==> src/hdl/rmp_defines.svh <==
`ifndef RMP_DEFINES_SVH
`define RMP_DEFINES_SVH
// Register indexes; byte address is four times the index
`define RMP_IDX_IRQ_STAT   8'h00
`define RMP_IDX_IRQ_MASK   8'h01
`define RMP_IDX_STRAP      8'h02
`define RMP_IDX_RXER_CTL   8'h16
`define RMP_IDX_CLK_CTL    8'h1F
// Field positions
`define RMP_BIT_CLK_SEL    7
`define RMP_BIT_RXER_OVR   15
`define RMP_IRQ_W          4
`define RMP_IRQ_RX_START   0
`define RMP_IRQ_TX_START   1
`define RMP_IRQ_RX_ERR     2
`define RMP_IRQ_TX_END     3
// Strap values of the management address
`define RMP_ADDR_HIGH      5'h03
`define RMP_ADDR_LOW       5'h00
// Timing
`define RMP_PCLK_NS        50
`define RMP_REF_HALF_NS    200
`define RMP_REF_HALF_CYC   ((`RMP_REF_HALF_NS + `RMP_PCLK_NS - 1) / `RMP_PCLK_NS)
`define RMP_STRAP_CYC      3
`endif

==> src/hdl/rmp_pkg.sv <==
package rmp_pkg;
  // Pins sampled from the MAC side
  typedef struct packed {
    logic       txen;
    logic [1:0] txd;
    logic       osc;
    logic       crs;
    logic       rxer;
  } rmp_pins_t;

  // One receive dibit with its qualifiers
  typedef struct packed {
    logic       vld;
    logic       err;
    logic [1:0] dat;
  } rmp_dibit_t;

  typedef enum logic {PH_STRAP, PH_RUN} rmp_phase_t;
endpackage : rmp_pkg

==> src/hdl/rmp_phy_side.sv <==
`timescale 1ns/1ps
`include "rmp_defines.svh"
module rmp_phy_side
  import rmp_pkg::*;
#(
  parameter bit VARIANT_GEN_CLK = 1'b1
) (
  input  wire logic        pclk,
  input  wire logic        presetn,
  input  wire logic        psel,
  input  wire logic        penable,
  input  wire logic        pwrite,
  input  wire logic [11:0] paddr,
  input  wire logic [31:0] pwdata,
  output logic      [31:0] prdata,
  output logic             pready,
  output logic             pslverr,
  input  wire logic        osc_clock_in,
  input  wire logic        ref_clk_i,
  output logic             ref_clk_o,
  output logic             ref_clk_oe,
  input  wire logic        txen,
  input  wire logic        txd0,
  input  wire logic        txd1_i,
  output logic             txd1_o,
  output logic             txd1_oe,
  input  wire logic        crs_dv_i,
  output logic             crs_dv_o,
  output logic             crs_dv_oe,
  output logic      [1:0]  rxd_o,
  output logic             rxd_oe,
  input  wire logic        rxer_i,
  output logic             rxer_o,
  output logic             rxer_oe,
  output logic             irq_open_drain_out_o,
  output logic             irq_open_drain_out_oe,
  input  wire logic        rx_vld,
  input  wire logic        rx_err,
  input  wire logic [1:0]  rx_dat,
  output logic             rx_take,
  output logic             tx_vld,
  output logic      [1:0]  tx_dat,
  output logic      [4:0]  mgmt_addr
);

  rmp_pins_t  pin_raw;
  rmp_pins_t  s1_q;
  rmp_pins_t  s2_q;
  rmp_phase_t phase_q;
  logic [1:0] strap_cnt_q;
  logic       rxer_strap_q;
  logic       clk_sel_q;
  logic       rxer_ovr_q;
  logic       osc_prev_q;
  logic [2:0] div_q;
  logic       gen_q;
  logic       ref_edge;
  logic       nand_mode;
  logic       txen_prev_q;
  logic       crs_prev_q;
  logic       ap_go;
  logic       ap_wr;
  logic [9:0] ap_idx;
  logic [`RMP_IRQ_W-1:0] stat_q;
  logic [`RMP_IRQ_W-1:0] mask_q;
  logic [`RMP_IRQ_W-1:0] ev;

  // Register index from a byte address; unaligned bits dropped
  function automatic logic [9:0] word_idx(input logic [11:0] a);
    return a[11:2];
  endfunction : word_idx

  // Two-flop synchroniser on every pin from the MAC side
  assign pin_raw = '{txen: txen, txd: {txd1_i, txd0}, osc: osc_clock_in, crs: crs_dv_i, rxer: rxer_i};
  always_ff @(posedge pclk or negedge presetn) begin
    if (!presetn) begin
      s1_q <= '0;
      s2_q <= '0;
    end else begin
      s1_q <= pin_raw;
      s2_q <= s1_q;
    end
  end

  // Pins stay inputs until the synchroniser holds the released-reset level
  always_ff @(posedge pclk or negedge presetn) begin
    if (!presetn) begin
      phase_q     <= PH_STRAP;
      strap_cnt_q <= 2'h0;
    end else begin
      unique case (phase_q)
        PH_STRAP: begin
          strap_cnt_q <= strap_cnt_q + 2'h1;
          if (strap_cnt_q == 2'(`RMP_STRAP_CYC - 1)) begin
            phase_q <= PH_RUN;
          end
        end
        PH_RUN: begin
          phase_q <= PH_RUN;
        end
      endcase
    end
  end

  // Straps caught from synchronised pins at the end of the strap window
  always_ff @(posedge pclk or negedge presetn) begin
    if (!presetn) begin
      mgmt_addr    <= `RMP_ADDR_LOW;
      rxer_strap_q <= 1'b0;
    end else if (phase_q == PH_STRAP && strap_cnt_q == 2'(`RMP_STRAP_CYC - 1)) begin
      mgmt_addr    <= s2_q.crs ? `RMP_ADDR_HIGH : `RMP_ADDR_LOW;
      rxer_strap_q <= s2_q.rxer;
    end
  end

  // A high error strap means NAND-tree test until software overrides it
  assign nand_mode = rxer_strap_q & ~rxer_ovr_q;

  // Reference clock generator; the pclk rate limits it to a slow stand-in
  always_ff @(posedge pclk or negedge presetn) begin
    if (!presetn) begin
      div_q <= 3'h0;
      gen_q <= 1'b0;
    end else if (div_q == 3'(`RMP_REF_HALF_CYC - 1)) begin
      div_q <= 3'h0;
      gen_q <= ~gen_q;
    end else begin
      div_q <= div_q + 3'h1;
    end
  end

  // Rising edge of whichever clock the mode selects
  always_ff @(posedge pclk or negedge presetn) begin
    if (!presetn) begin
      osc_prev_q <= 1'b0;
    end else begin
      osc_prev_q <= s2_q.osc;
    end
  end
  assign ref_edge = clk_sel_q ? (div_q == 3'(`RMP_REF_HALF_CYC - 1) && !gen_q)
                              : (s2_q.osc && !osc_prev_q);

  // Clock pin driven only in generate mode
  always_ff @(posedge pclk or negedge presetn) begin
    if (!presetn) begin
      ref_clk_o  <= 1'b0;
      ref_clk_oe <= 1'b0;
    end else begin
      ref_clk_o  <= clk_sel_q & gen_q;
      ref_clk_oe <= clk_sel_q & (phase_q == PH_RUN);
    end
  end

  // Receive dibits launched once per reference period
  always_ff @(posedge pclk or negedge presetn) begin
    if (!presetn) begin
      crs_dv_o <= 1'b0;
      rxd_o    <= 2'h0;
      rxer_o   <= 1'b0;
      rx_take  <= 1'b0;
    end else begin
      rx_take <= ref_edge && phase_q == PH_RUN;
      if (ref_edge && phase_q == PH_RUN) begin
        crs_dv_o <= rx_vld;
        rxd_o    <= rx_vld ? rx_dat : 2'h0;
        rxer_o   <= rx_vld & rx_err;
      end
    end
  end

  // Strap pins become outputs after the window
  always_ff @(posedge pclk or negedge presetn) begin
    if (!presetn) begin
      crs_dv_oe <= 1'b0;
      rxd_oe    <= 1'b0;
      rxer_oe   <= 1'b0;
    end else begin
      crs_dv_oe <= phase_q == PH_RUN;
      rxd_oe    <= phase_q == PH_RUN;
      rxer_oe   <= phase_q == PH_RUN;
    end
  end

  // Transmit dibits sampled once per reference period, refused in test mode
  always_ff @(posedge pclk or negedge presetn) begin
    if (!presetn) begin
      tx_vld <= 1'b0;
      tx_dat <= 2'h0;
    end else begin
      tx_vld <= ref_edge && s2_q.txen && !nand_mode && phase_q == PH_RUN;
      if (ref_edge && s2_q.txen && !nand_mode) begin
        tx_dat <= s2_q.txd;
      end
    end
  end

  // NAND tree over transmit enable, lower transmit bit, oscillator and carrier pins; the upper transmit pin carries it
  always_ff @(posedge pclk or negedge presetn) begin
    if (!presetn) begin
      txd1_o  <= 1'b0;
      txd1_oe <= 1'b0;
    end else begin
      txd1_o  <= ~&{s2_q.txen, s2_q.txd[0], s2_q.osc, s2_q.crs};
      txd1_oe <= nand_mode && phase_q == PH_RUN;
    end
  end

  // Frame boundary and receive error events
  always_ff @(posedge pclk or negedge presetn) begin
    if (!presetn) begin
      txen_prev_q <= 1'b0;
      crs_prev_q  <= 1'b0;
    end else if (ref_edge) begin
      txen_prev_q <= s2_q.txen;
      crs_prev_q  <= rx_vld;
    end
  end
  always_comb begin
    ev = '0;
    ev[`RMP_IRQ_RX_START] = ref_edge & rx_vld & ~crs_prev_q;
    ev[`RMP_IRQ_TX_START] = ref_edge & s2_q.txen & ~txen_prev_q;
    ev[`RMP_IRQ_RX_ERR]   = ref_edge & rx_vld & rx_err;
    ev[`RMP_IRQ_TX_END]   = ref_edge & ~s2_q.txen & txen_prev_q;
  end

  // APB decode: one wait state, so every answer comes from a flop
  assign ap_idx = word_idx(paddr);
  assign ap_go  = psel & penable & pready;
  assign ap_wr  = ap_go & pwrite;

  // Sticky status; a new event beats a write-one clear
  always_ff @(posedge pclk or negedge presetn) begin
    if (!presetn) begin
      stat_q <= '0;
    end else if (ap_wr && ap_idx == 10'(`RMP_IDX_IRQ_STAT)) begin
      stat_q <= (stat_q & ~pwdata[`RMP_IRQ_W-1:0]) | ev;
    end else begin
      stat_q <= stat_q | ev;
    end
  end

  // Control registers; clock mode resets to the variant default
  always_ff @(posedge pclk or negedge presetn) begin
    if (!presetn) begin
      mask_q     <= '0;
      clk_sel_q  <= VARIANT_GEN_CLK;
      rxer_ovr_q <= 1'b0;
    end else if (ap_wr) begin
      if (ap_idx == 10'(`RMP_IDX_IRQ_MASK)) begin
        mask_q <= pwdata[`RMP_IRQ_W-1:0];
      end
      if (ap_idx == 10'(`RMP_IDX_CLK_CTL)) begin
        clk_sel_q <= pwdata[`RMP_BIT_CLK_SEL];
      end
      if (ap_idx == 10'(`RMP_IDX_RXER_CTL)) begin
        rxer_ovr_q <= pwdata[`RMP_BIT_RXER_OVR];
      end
    end
  end

  // Access phase: answer one cycle after penable rises
  always_ff @(posedge pclk or negedge presetn) begin
    if (!presetn) begin
      pready  <= 1'b0;
      pslverr <= 1'b0;
      prdata  <= 32'h0000_0000;
    end else if (psel && penable && !pready) begin
      pready  <= 1'b1;
      pslverr <= 1'b0;
      prdata  <= 32'h0000_0000;
      unique case (ap_idx)
        10'(`RMP_IDX_IRQ_STAT): prdata[`RMP_IRQ_W-1:0] <= stat_q;
        10'(`RMP_IDX_IRQ_MASK): prdata[`RMP_IRQ_W-1:0] <= mask_q;
        10'(`RMP_IDX_STRAP):    prdata[7:0] <= {nand_mode, rxer_strap_q, 1'b0, mgmt_addr};
        10'(`RMP_IDX_CLK_CTL):  prdata[`RMP_BIT_CLK_SEL] <= clk_sel_q;
        10'(`RMP_IDX_RXER_CTL): prdata[`RMP_BIT_RXER_OVR] <= rxer_ovr_q;
        default:                pslverr <= 1'b1;
      endcase
    end else begin
      pready  <= 1'b0;
      pslverr <= 1'b0;
    end
  end

  // Open-drain interrupt: output fixed low, enable pulls the line
  always_ff @(posedge pclk or negedge presetn) begin
    if (!presetn) begin
      irq_open_drain_out_o  <= 1'b0;
      irq_open_drain_out_oe <= 1'b0;
    end else begin
      irq_open_drain_out_o  <= 1'b0;
      irq_open_drain_out_oe <= |(stat_q & mask_q);
    end
  end
endmodule : rmp_phy_side

==> config.mk <==
export PLATFORM = sky130hd
export DESIGN_NAME = rmp_phy_side
export DESIGN_NICKNAME = d
export VERILOG_FILES = /design/src/hdl/rmp_pkg.sv /design/src/hdl/rmp_phy_side.sv
export VERILOG_INCLUDE_DIRS = /design/src /design/src/hdl
export SDC_FILE = /design/constraint.sdc
export NUM_CORES = 1
export LEC_CHECK = 0
export ABC_AREA = 1
export BUFFER_PORTS_ARGS = -buffer_cell sky130_fd_sc_hd__buf_2
export CAP_MARGIN = 20
export CORE_MARGIN = 2
export CORE_UTILIZATION = 42
export DETAILED_ROUTE_END_ITERATION = 8
export PLACE_DENSITY = 0.75
export SYNTH_ARGS = -nofsm -noshare
export SYNTH_HDL_FRONTEND = slang
export SYNTH_SLANG_ARGS = --single-unit
==> constraint.sdc <==
create_clock -name pclk -period 1.1 [get_ports pclk]
set_input_delay 0.165 -clock pclk [delete_from_list [all_inputs] [get_ports pclk]]
set_output_delay 0.165 -clock pclk [all_outputs]
set_load 0.05 [all_outputs]
# Word-level counts from Yosys, hierarchy flattened
# Index checks and enable logic that the tools add are counted.
# word_totals
inputBits	60
wordCells	108
reg_bits	63
# classes
reduce_logical	23
n_bitwise	25
mux	14
n_eq_ne	6
add_sub_neg	2
# ops
operator	count
$eq A10 B5 Y1 const B	2
$and A1 B1 Y1	14
$pmux W4 S3	1
$logic_and A1 B1 Y1	11
$eq A10 B1 Y1 const B	1
$eq A10 B2 Y1 const B	1
$logic_not A10 Y1	1
$and A4 B4 Y4	2
$or A4 B4 Y4	2
$mux W1	6
$mux W3	2
$not A1 Y1	6
$reduce_and A2 Y1	3
$logic_not A1 Y1	5
$reduce_or A5 Y1	1
$mux W2	2
$mux W4	1
$not A4 Y4	1
$pmux W1 S2	2
$reduce_and A4 Y1	1
$reduce_or A4 Y1	1
$add A3 B1 Y3 const B	1
$eq A3 B2 Y1 const B	1
$add A2 B1 Y2 const B	1
$eq A2 B2 Y1 const B	1

# Longest topological paths before layout
# Gate-level depths: netlist (run 1).
# logic_depth
ltp_word	7
depth_mapped	8
ltp_nobuf	8

# Worst setup path before layout (run 1)
# OpenSTA, ideal clock, no wires.
# synth_timing
path_kind	reg2reg
startpoint	reg pready
endpoint	reg rxer_ovr_q
path_buffers	0
setup_slack_ns	-0.303
t_arrival_ns	1.281
setup_time_ns	0.122
path_stages_with_launch	6
path_cell_list	dfrtp_1 > nand2_1 > nor2_4 > nand4_1 > nor2_1 > a21oi_1
# synth_between
elab_chain_cells	3
# synth_rtl
item	line_no	rtl
from (decl)	rmp_phy_side.sv:16	output logic pready,
from (signal assigned)	rmp_phy_side.sv:264	pready <= 1'b0;
from (signal assigned)	rmp_phy_side.sv:268	pready <= 1'b1;
from (signal assigned)	rmp_phy_side.sv:280	pready <= 1'b0;
$and A1 B1 Y1	rmp_phy_side.sv:228	assign ap_go = psel & penable & pready;
$and A1 B1 Y1	rmp_phy_side.sv:229	assign ap_wr = ap_go & pwrite;
$reduce_and A2 Y1 (no source line)	n/a	
to (signal assigned)	rmp_phy_side.sv:256	rxer_ovr_q <= pwdata[`RMP_BIT_RXER_OVR];
to (decl)	rmp_phy_side.sv:53	logic rxer_ovr_q;
# No other way between the ends.
# A chain may end at the register's enable or synchronous reset.

# Worst setup path in the final report (run 1)
# layout_timing
startpoint	reg div_q[0]
endpoint	reg txen_prev_q
# layout_between
elab_chain_cells	3
# layout_rtl
item	line_no	rtl
from (decl)	rmp_phy_side.sv:55	logic [2:0] div_q;
from (signal assigned)	rmp_phy_side.sv:128	div_q <= div_q + 3'h1;
$eq A3 B2 Y1	rmp_phy_side.sv:140	assign ref_edge = clk_sel_q ? (div_q == 3'(`RMP_REF_HALF_CYC - 1) && !gen_q)
$logic_and A1 B1 Y1	rmp_phy_side.sv:140	
$mux W1	rmp_phy_side.sv:140	
to (signal assigned)	rmp_phy_side.sv:214	txen_prev_q <= s2_q.txen;
to (decl)	rmp_phy_side.sv:59	logic txen_prev_q;
# No other way between the ends.

==> impl_results.md, run 1 <==
- Crit-path max cell delay: 0.39 ns
- Placed Cells incl. Taps: 421
- Avg Inst Size Synth: 9.59 um2
- Total number of vias: 2,008
- Wirelength per Cell: 11.6 um
- Period minus WS final: 1.29 ns
- Peak supply drop: 0.000929 V
- GR Overflow Total: 0
- CTS Sinks: 57
- Endpoints failing setup: 17
- Routed wire length: 5200 um
- I/O pin count: 116
- Layout cells sized above 1: 38.8%
- Finished Layout Cells: 449
- Gr usage total: 16.1%
- Fin util: 60.0%
- H-tree depth: 3
- Synth top area cells: dfrtp_1 (53%), nand2_1 (9.3%), buf_4 (9.1%), nand3_1 (4.0%), inv_1 (3.4%)
- Die Wd: 83.1 um
- Layout Nets: 431
- MaxCap Viol Count: 0
- Worst slack, placed: -0.205 ns
- Leakage: 1.90 nW
- Met3 WL: 271 um
- Max FO, Critical Path: 5
- CTS Root Cell: clkbuf_8
- Post-synthesis cell count: 274
- Status: finished, violations left
- Critical path class: reg -> reg
- First-pass GRT wire length: 8800 um
- Initial antenna violation count: 0
- Port bufs: 57
- Total Power: 5.21 mW
- Critical path buffer and inverter count: 1
- Final Hold Fails: 0
- CP cell instances: ha_2 > nand3b_1 > nand2_2 > nand2_4 > nor2_4 > buf_4 > o21bai_1
- Drt drc: 0
- Row count: 28
- Failing checks: negative setup slack
- Synth warnings: 0
- Setup ws final: -0.192 ns
- Tcrit/Tclk final: 117%
- Flops & latches, synth: 57
- Final ANT Viol Nets: 0
- Reg2reg setup slack: -0.19 ns
- Die height: 83.1 um
- # diodes: 0
- Crit start category: register
- GPL Wtd Cong: 0.799
- Cell Pwr Density: 1450 nW/um2
- CTS tree: yes
- Reg clk slew, reported paths: 0.07 ns
- Num CTS Buffers: 9
- Initial core utilization: 43.9%
- Clock Path Buffers: 2
- RSZ-0062 raised after global routing: true
- Post-Syn Area: 2630 um2
- Core area: 5990 um2
- CP delay by family, top: flip-flops
- Hold Crit Class: in -> reg
- Highest routed layer: met4
- Cell accounting for the most synthesized area: dfrtp_1
- Metal2 WL: 2780 um
- Largest net degree at the start of global routing: 46
- Worst clock skew: 0.00621 ns
- Vias in the first global route: 2,011
- First-pass DRT Iterations: 4
- Post-DP HPWL: 3760 um
- Slowest cell on the critical path: dfrtp_1
- Crit path arrival time: 1.52 ns
- Register area share after synthesis: 54.3%
- Post-synth cell types: 33
- Worst setup EP type: register
- Yosys top cell area share: 53.3%
- Metal1 wirelength: 2060 um
- Final max-slew violation count: 0
- Worst skew pair latency: 0.34 ns
- DIE AREA: 6900 um2
- Fmax: 774 MHz
- DR iter-0 viols: 46
- Data required, critical path: 1.33 ns
- P&R area growth vs syn: 36.9%
- Routed vias/inst: 4.47
## metal layers
metal	GRT usage [%]	vias to the layer above
met5	0	-
met1	17.4	939
met2	28.3	63
li1	-	996
met3	4.97	10
met4	7.75	0
## logic make-up after synthesis
family,share of synthesized area (%)
AND/OR/NAND/NOR,24.1
XOR/XNOR,0.333
flip-flops,54.3
other,0.143
buffers and inverters,14.2
multiplexers,0.429
AO/OA/AOI/OAI,5.48
adder cells (fa/ha/maj),0.952
## cells in the final DEF, fill, tap and decap left out, types with 3 or more instances in the layout
| cell type | count |
|---|---|
| o21ai_2 | 3 |
| inv_1 | 22 |
| dlygate4sd3_1 | 7 |
| conb_1 | 29 |
| o21ai_1 | 9 |
| buf_4 | 29 |
| nand3_1 | 21 |
| nand2_1 | 54 |
| inv_2 | 4 |
| nand2_4 | 3 |
| nor2_2 | 3 |
| nand2_2 | 12 |
| a21oi_1 | 5 |
| clkbuf_8 | 10 |
| dfrtp_1 | 54 |
| inv_4 | 3 |
| buf_2 | 31 |
| buf_6 | 19 |
| nand4_1 | 4 |
| bufinv_16 | 3 |
| nor2_1 | 15 |
| nor2_4 | 6 |
| clkinv_2 | 3 |
## stage by stage
stage          cell area [um2]  hold slack (ns)  TNS [ns]
3_3_place_gp              3050            0.146     -1.62
5_1_grt                   3600           0.0867     -3.27
6_report                  3600           0.0654     -1.68
3_5_place_dp              3050            0.157     -2.18
2_1_floorplan             2760           -0.131     -1.65
4_1_cts                   3480           0.0561     -1.90
## power by group
group	internal, mW	switching [mW]
Combinational	0.168	0.468
Sequential	2.15	0.0352
Clock	1.55	0.831
Total	3.88	1.33
## Yosys cell counts (all sizes together)
cell,instances
nand2,69
dfrtp,56
buf,34
inv,29
nor2,26
nand3,23
o21ai,13
a21oi,5
nand4,4
ha,2
o21bai,2
o31ai,2
a21boi,1
conb,1
dfstp,1
mux2,1
nand3b,1
nor3,1
o211ai,1
or2,1
xnor2,1
## layout make-up
class                   count  area [um2]
clock buffers              10         138
clock inverters             6         105
fillers                   499        2390
inverters                  29         116
multi-input cells         182        1000
flip-flops and latches     57        1430
well taps                  75        93.8
repair buffers             90         712
## tightest hold or removal path, stage by stage
cell and delay (ns):
buf_2 0.08, nand2_1 0.06, nand2_1 0.06
## state kept, by name (all words and copies together) (netlist names), 2 cells and up
name and cells:
div_q 3, stat_q 4, strap_cnt_q 2, s2_q 6
mask_q 4, prdata 7, rxd_o 2, s1_q 6
tx_dat 2
## what timing repair did
action	CTS	global route
pin swaps	6	6
hold buffers	7	0
hold endpoints to repair	62	0
resized for setup	38	29
buffers inserted	1	4
setup endpoints to repair	39	44
## worst paths after layout
| kind | start | to | depth (start not counted) |
|---|---|---|---|
| worst max-delay path | div_q[0]$_DFF_PN0_ | txen_prev_q$_DFFE_PN0P_ | 7 |
| worst min-delay path | rx_err | stat_q[2]$_DFF_PN0_ | 3 |
| worst max register to register | div_q[0]$_DFF_PN0_ | txen_prev_q$_DFFE_PN0P_ | 7 |
| worst min register to register | s1_q[4]$_DFF_PN0_ | s2_q[4]$_DFF_PN0_ | 0 |
| max in group asynchronous | presetn | clk_sel_q$_DFFE_PN1P_ | 3 |
| min in group asynchronous | presetn | ref_clk_oe$_DFF_PN0_ | 3 |
No activity file was read; power rests on OpenSTA's default activity.
==> run 2: changes to the inputs <==
Settings changed: CORE_ASPECT_RATIO from default to 0.7.
==> run 2 against run 1 <==
Effect of this change:
- the flow still finishes with violations (negative setup slack)
- critical endpoint is now tx_dat[1]$_DFFE_PN0P_
- final cell count increased by 1.1%
- die area increased by 0.14%
- worst hold slack got worse by 0.019 ns
- first-iteration DRC count increased by 24%
- sequential share of layout area decreased by 0.27 points
- critical path depth increased by 1
- wire length increased by 1.2%
- maximum frequency decreased by 0.51%
- clock skew increased by 0.0016 ns
- register-to-register slack about the same
- combinational power increased by 3%
==> impl_results.md, run 2 (synthesis results as in run 1) <==
- I/O pin count: 116 (unchanged)
- Largest registers: prdata (7), s1_q (6), s2_q (6)
- Post-DP HPWL: 3830 um (+1.9%)
- Total number of vias: 1,992 (-0.80%)
- Peak supply drop: 0.000934 V (+0.54%)
- Fillers: 553 (+11%)
- Max FFs per register: 7 (unchanged)
- Metal1 wirelength: 2270 um (+11%)
- Initial core utilization: 42.9% (-0.97 points)
- Die height: 70.2 um (-16%)
- Routed vias/inst: 4.39 (-1.9%)
- Reg clk slew, reported paths: 0.07 ns (about the same)
- Highest routed layer: met4
- Hold slack: 0.0462 ns (-0.0192 ns)
- H-tree depth: 3 (unchanged)
- Metal2 WL: 2610 um (-6.2%)
- GPL Wtd Cong: 0.834 (+4.4%)
- Wirelength per Cell: 11.6 um (+0.12%)
- CTS Root Cell: clkbuf_8
- Largest net degree at the start of global routing: 28 (-39%)
- Routed wire length: 5260 um (+1.2%)
- Row count: 24 (-14%)
- Layout Nets: 433 (+0.46%)
- First-pass DRT Iterations: 4 (unchanged)
- DIE AREA: 6910 um2 (+0.14%)
- MaxCap Viol Count: 0 (unchanged)
- Port bufs: 57 (unchanged)
- Die Wd: 98.5 um (+19%)
- Tcrit/Tclk final: 118% (+0.60 points)
- Most frequent cells in the layout: dfrtp_1 (54), nand2_1 (52), buf_2 (30), buf_4 (30), conb_1 (29)
- DR iter-0 viols: 57 (+24%)
- Layout cells sized above 1: 41.0% (+2.2 points)
- Crit path arrival time: 1.53 ns (about the same)
- Crit start category: register
- CTS tree: yes
- Drt drc: 0 (unchanged)
- Initial antenna violation count: 0 (unchanged)
- Worst skew pair latency: 0.34 ns (about the same)
- Critical path class: reg -> reg
- Endpoints failing setup: 17 (unchanged)
- CTS Sinks: 57 (unchanged)
- GR Overflow Total: 0 (unchanged)
- Met3 WL: 356 um (+31%)
- Failing checks: negative setup slack
- Status: finished, violations left
- Final Hold Fails: 0 (unchanged)
- Gr usage total: 17.1% (+1.1 points)
- Fmax: 770 MHz (-0.51%)
- Vias in the first global route: 2,070 (+2.9%)
- # diodes: 0 (unchanged)
- Final max-slew violation count: 0 (unchanged)
- Core area: 6130 um2 (+2.3%)
- Data required, critical path: 1.33 ns (about the same)
- P&R area growth vs syn: 37.9%
- First-pass GRT wire length: 9160 um (+4.0%)
- Commonest non-fill, non-tap cell in the layout: dfrtp_1
- Setup ws final: -0.198 ns (-0.00664 ns)
- Worst clock skew: 0.00779 ns (+0.00158 ns)
- Total Power: 4.75 mW (-8.8%)
- RSZ-0062 raised after global routing: true
- Max FO, Critical Path: 5 (unchanged)
- Period minus WS final: 1.30 ns (+0.00664 ns)
- Cell Pwr Density: 1310 nW/um2 (-9.4%)
- Num CTS Buffers: 9 (unchanged)
- Largest register by flop count: prdata
- Leakage: 1.89 nW (-0.32%)
- Worst setup EP type: register
- Final ANT Viol Nets: 0 (unchanged)
- Clock Path Buffers: 2 (unchanged)
- Hold Crit Class: in -> reg
[run 2: what timing repair did]
action / in CTS / in global routing
endpoints found under the setup margin: 45 / 39
buffers inserted: 6 / 6
pin swaps: 10 / 15
hold endpoints to repair: 33 / 0
hold buffers: 7 / 0
resized for setup: 52 / 31
[run 2: power by group]
group / internal [mW] / total, mW / leakage, nW / switching, mW
combinational: 0.179 / 0.653 / 1.11 / 0.474
clock: 1.04 / 1.91 / 0.103 / 0.867
sequential: 2.15 / 2.19 / 0.681 / 0.0375
total: 3.38 / 4.75 / 1.89 / 1.38
[run 2: path summary, 6_finish.rpt]
path                                     from               endpoint  slack, ns  cells after the start
setup reg to reg           div_q[0]$_DFF_PN0_  tx_dat[1]$_DFFE_PN0P_      -0.20                      8
hold / removal                         rx_err    stat_q[2]$_DFF_PN0_       0.05                      3
setup / recovery           div_q[0]$_DFF_PN0_  tx_dat[1]$_DFFE_PN0P_      -0.20                      8
min in group asynchronous             presetn      s1_q[1]$_DFF_PN0_       0.27                      2
max in group asynchronous             presetn  clk_sel_q$_DFFE_PN1P_       0.34                      3
hold reg to reg             s1_q[4]$_DFF_PN0_      s2_q[4]$_DFF_PN0_       0.35                      0
[run 2: final cells by class]
type / instances / area (um2) / share of cell area [%]
Multi-Input combinational cell: 182 / 1040 / 28.6
Clock inverter: 7 / 71.3 / 1.97
Tap cell: 78 / 97.6 / 2.69
Inverter: 29 / 119 / 3.28
Sequential cell: 57 / 1430 / 39.5
Clock buffer: 9 / 124 / 3.42
Timing Repair Buffer: 92 / 744 / 20.6
[run 2: critical path, stage by stage, from the launching register on]
cell      delay (ns)
dfrtp_1         0.36
ha_2            0.18
nand3b_1        0.11
nand2_2         0.10
nand2_4         0.08
nor2_4          0.17
nand2_2         0.08
nand2_1         0.06
nand2_1         0.05
[run 2: metrics by stage]
| step | setup TNS (ns) | util, % | std cells | worst slack, ns | area [um2] |
|---|---|---|---|---|---|
| 2_1_floorplan | -1.65 | - | 302 | -0.114 | 2760 |
| 3_3_place_gp | -1.57 | 49.7 | 422 | -0.172 | 3040 |
| 3_5_place_dp | -2.16 | 49.7 | 422 | -0.210 | 3040 |
| 4_1_cts | -2.07 | 57.3 | 451 | -0.199 | 3510 |
| 5_1_grt | -3.68 | 59.1 | 454 | -0.300 | 3620 |
| 6_report | -1.78 | 59.1 | 454 | -0.198 | 3620 |
[run 2: metal layers]
metal  up-vias  track usage (%)
li1       1008                -
met1       920             20.4
met2        60             28.1
met3         4             6.71
met4         0             6.70
met5         -                0
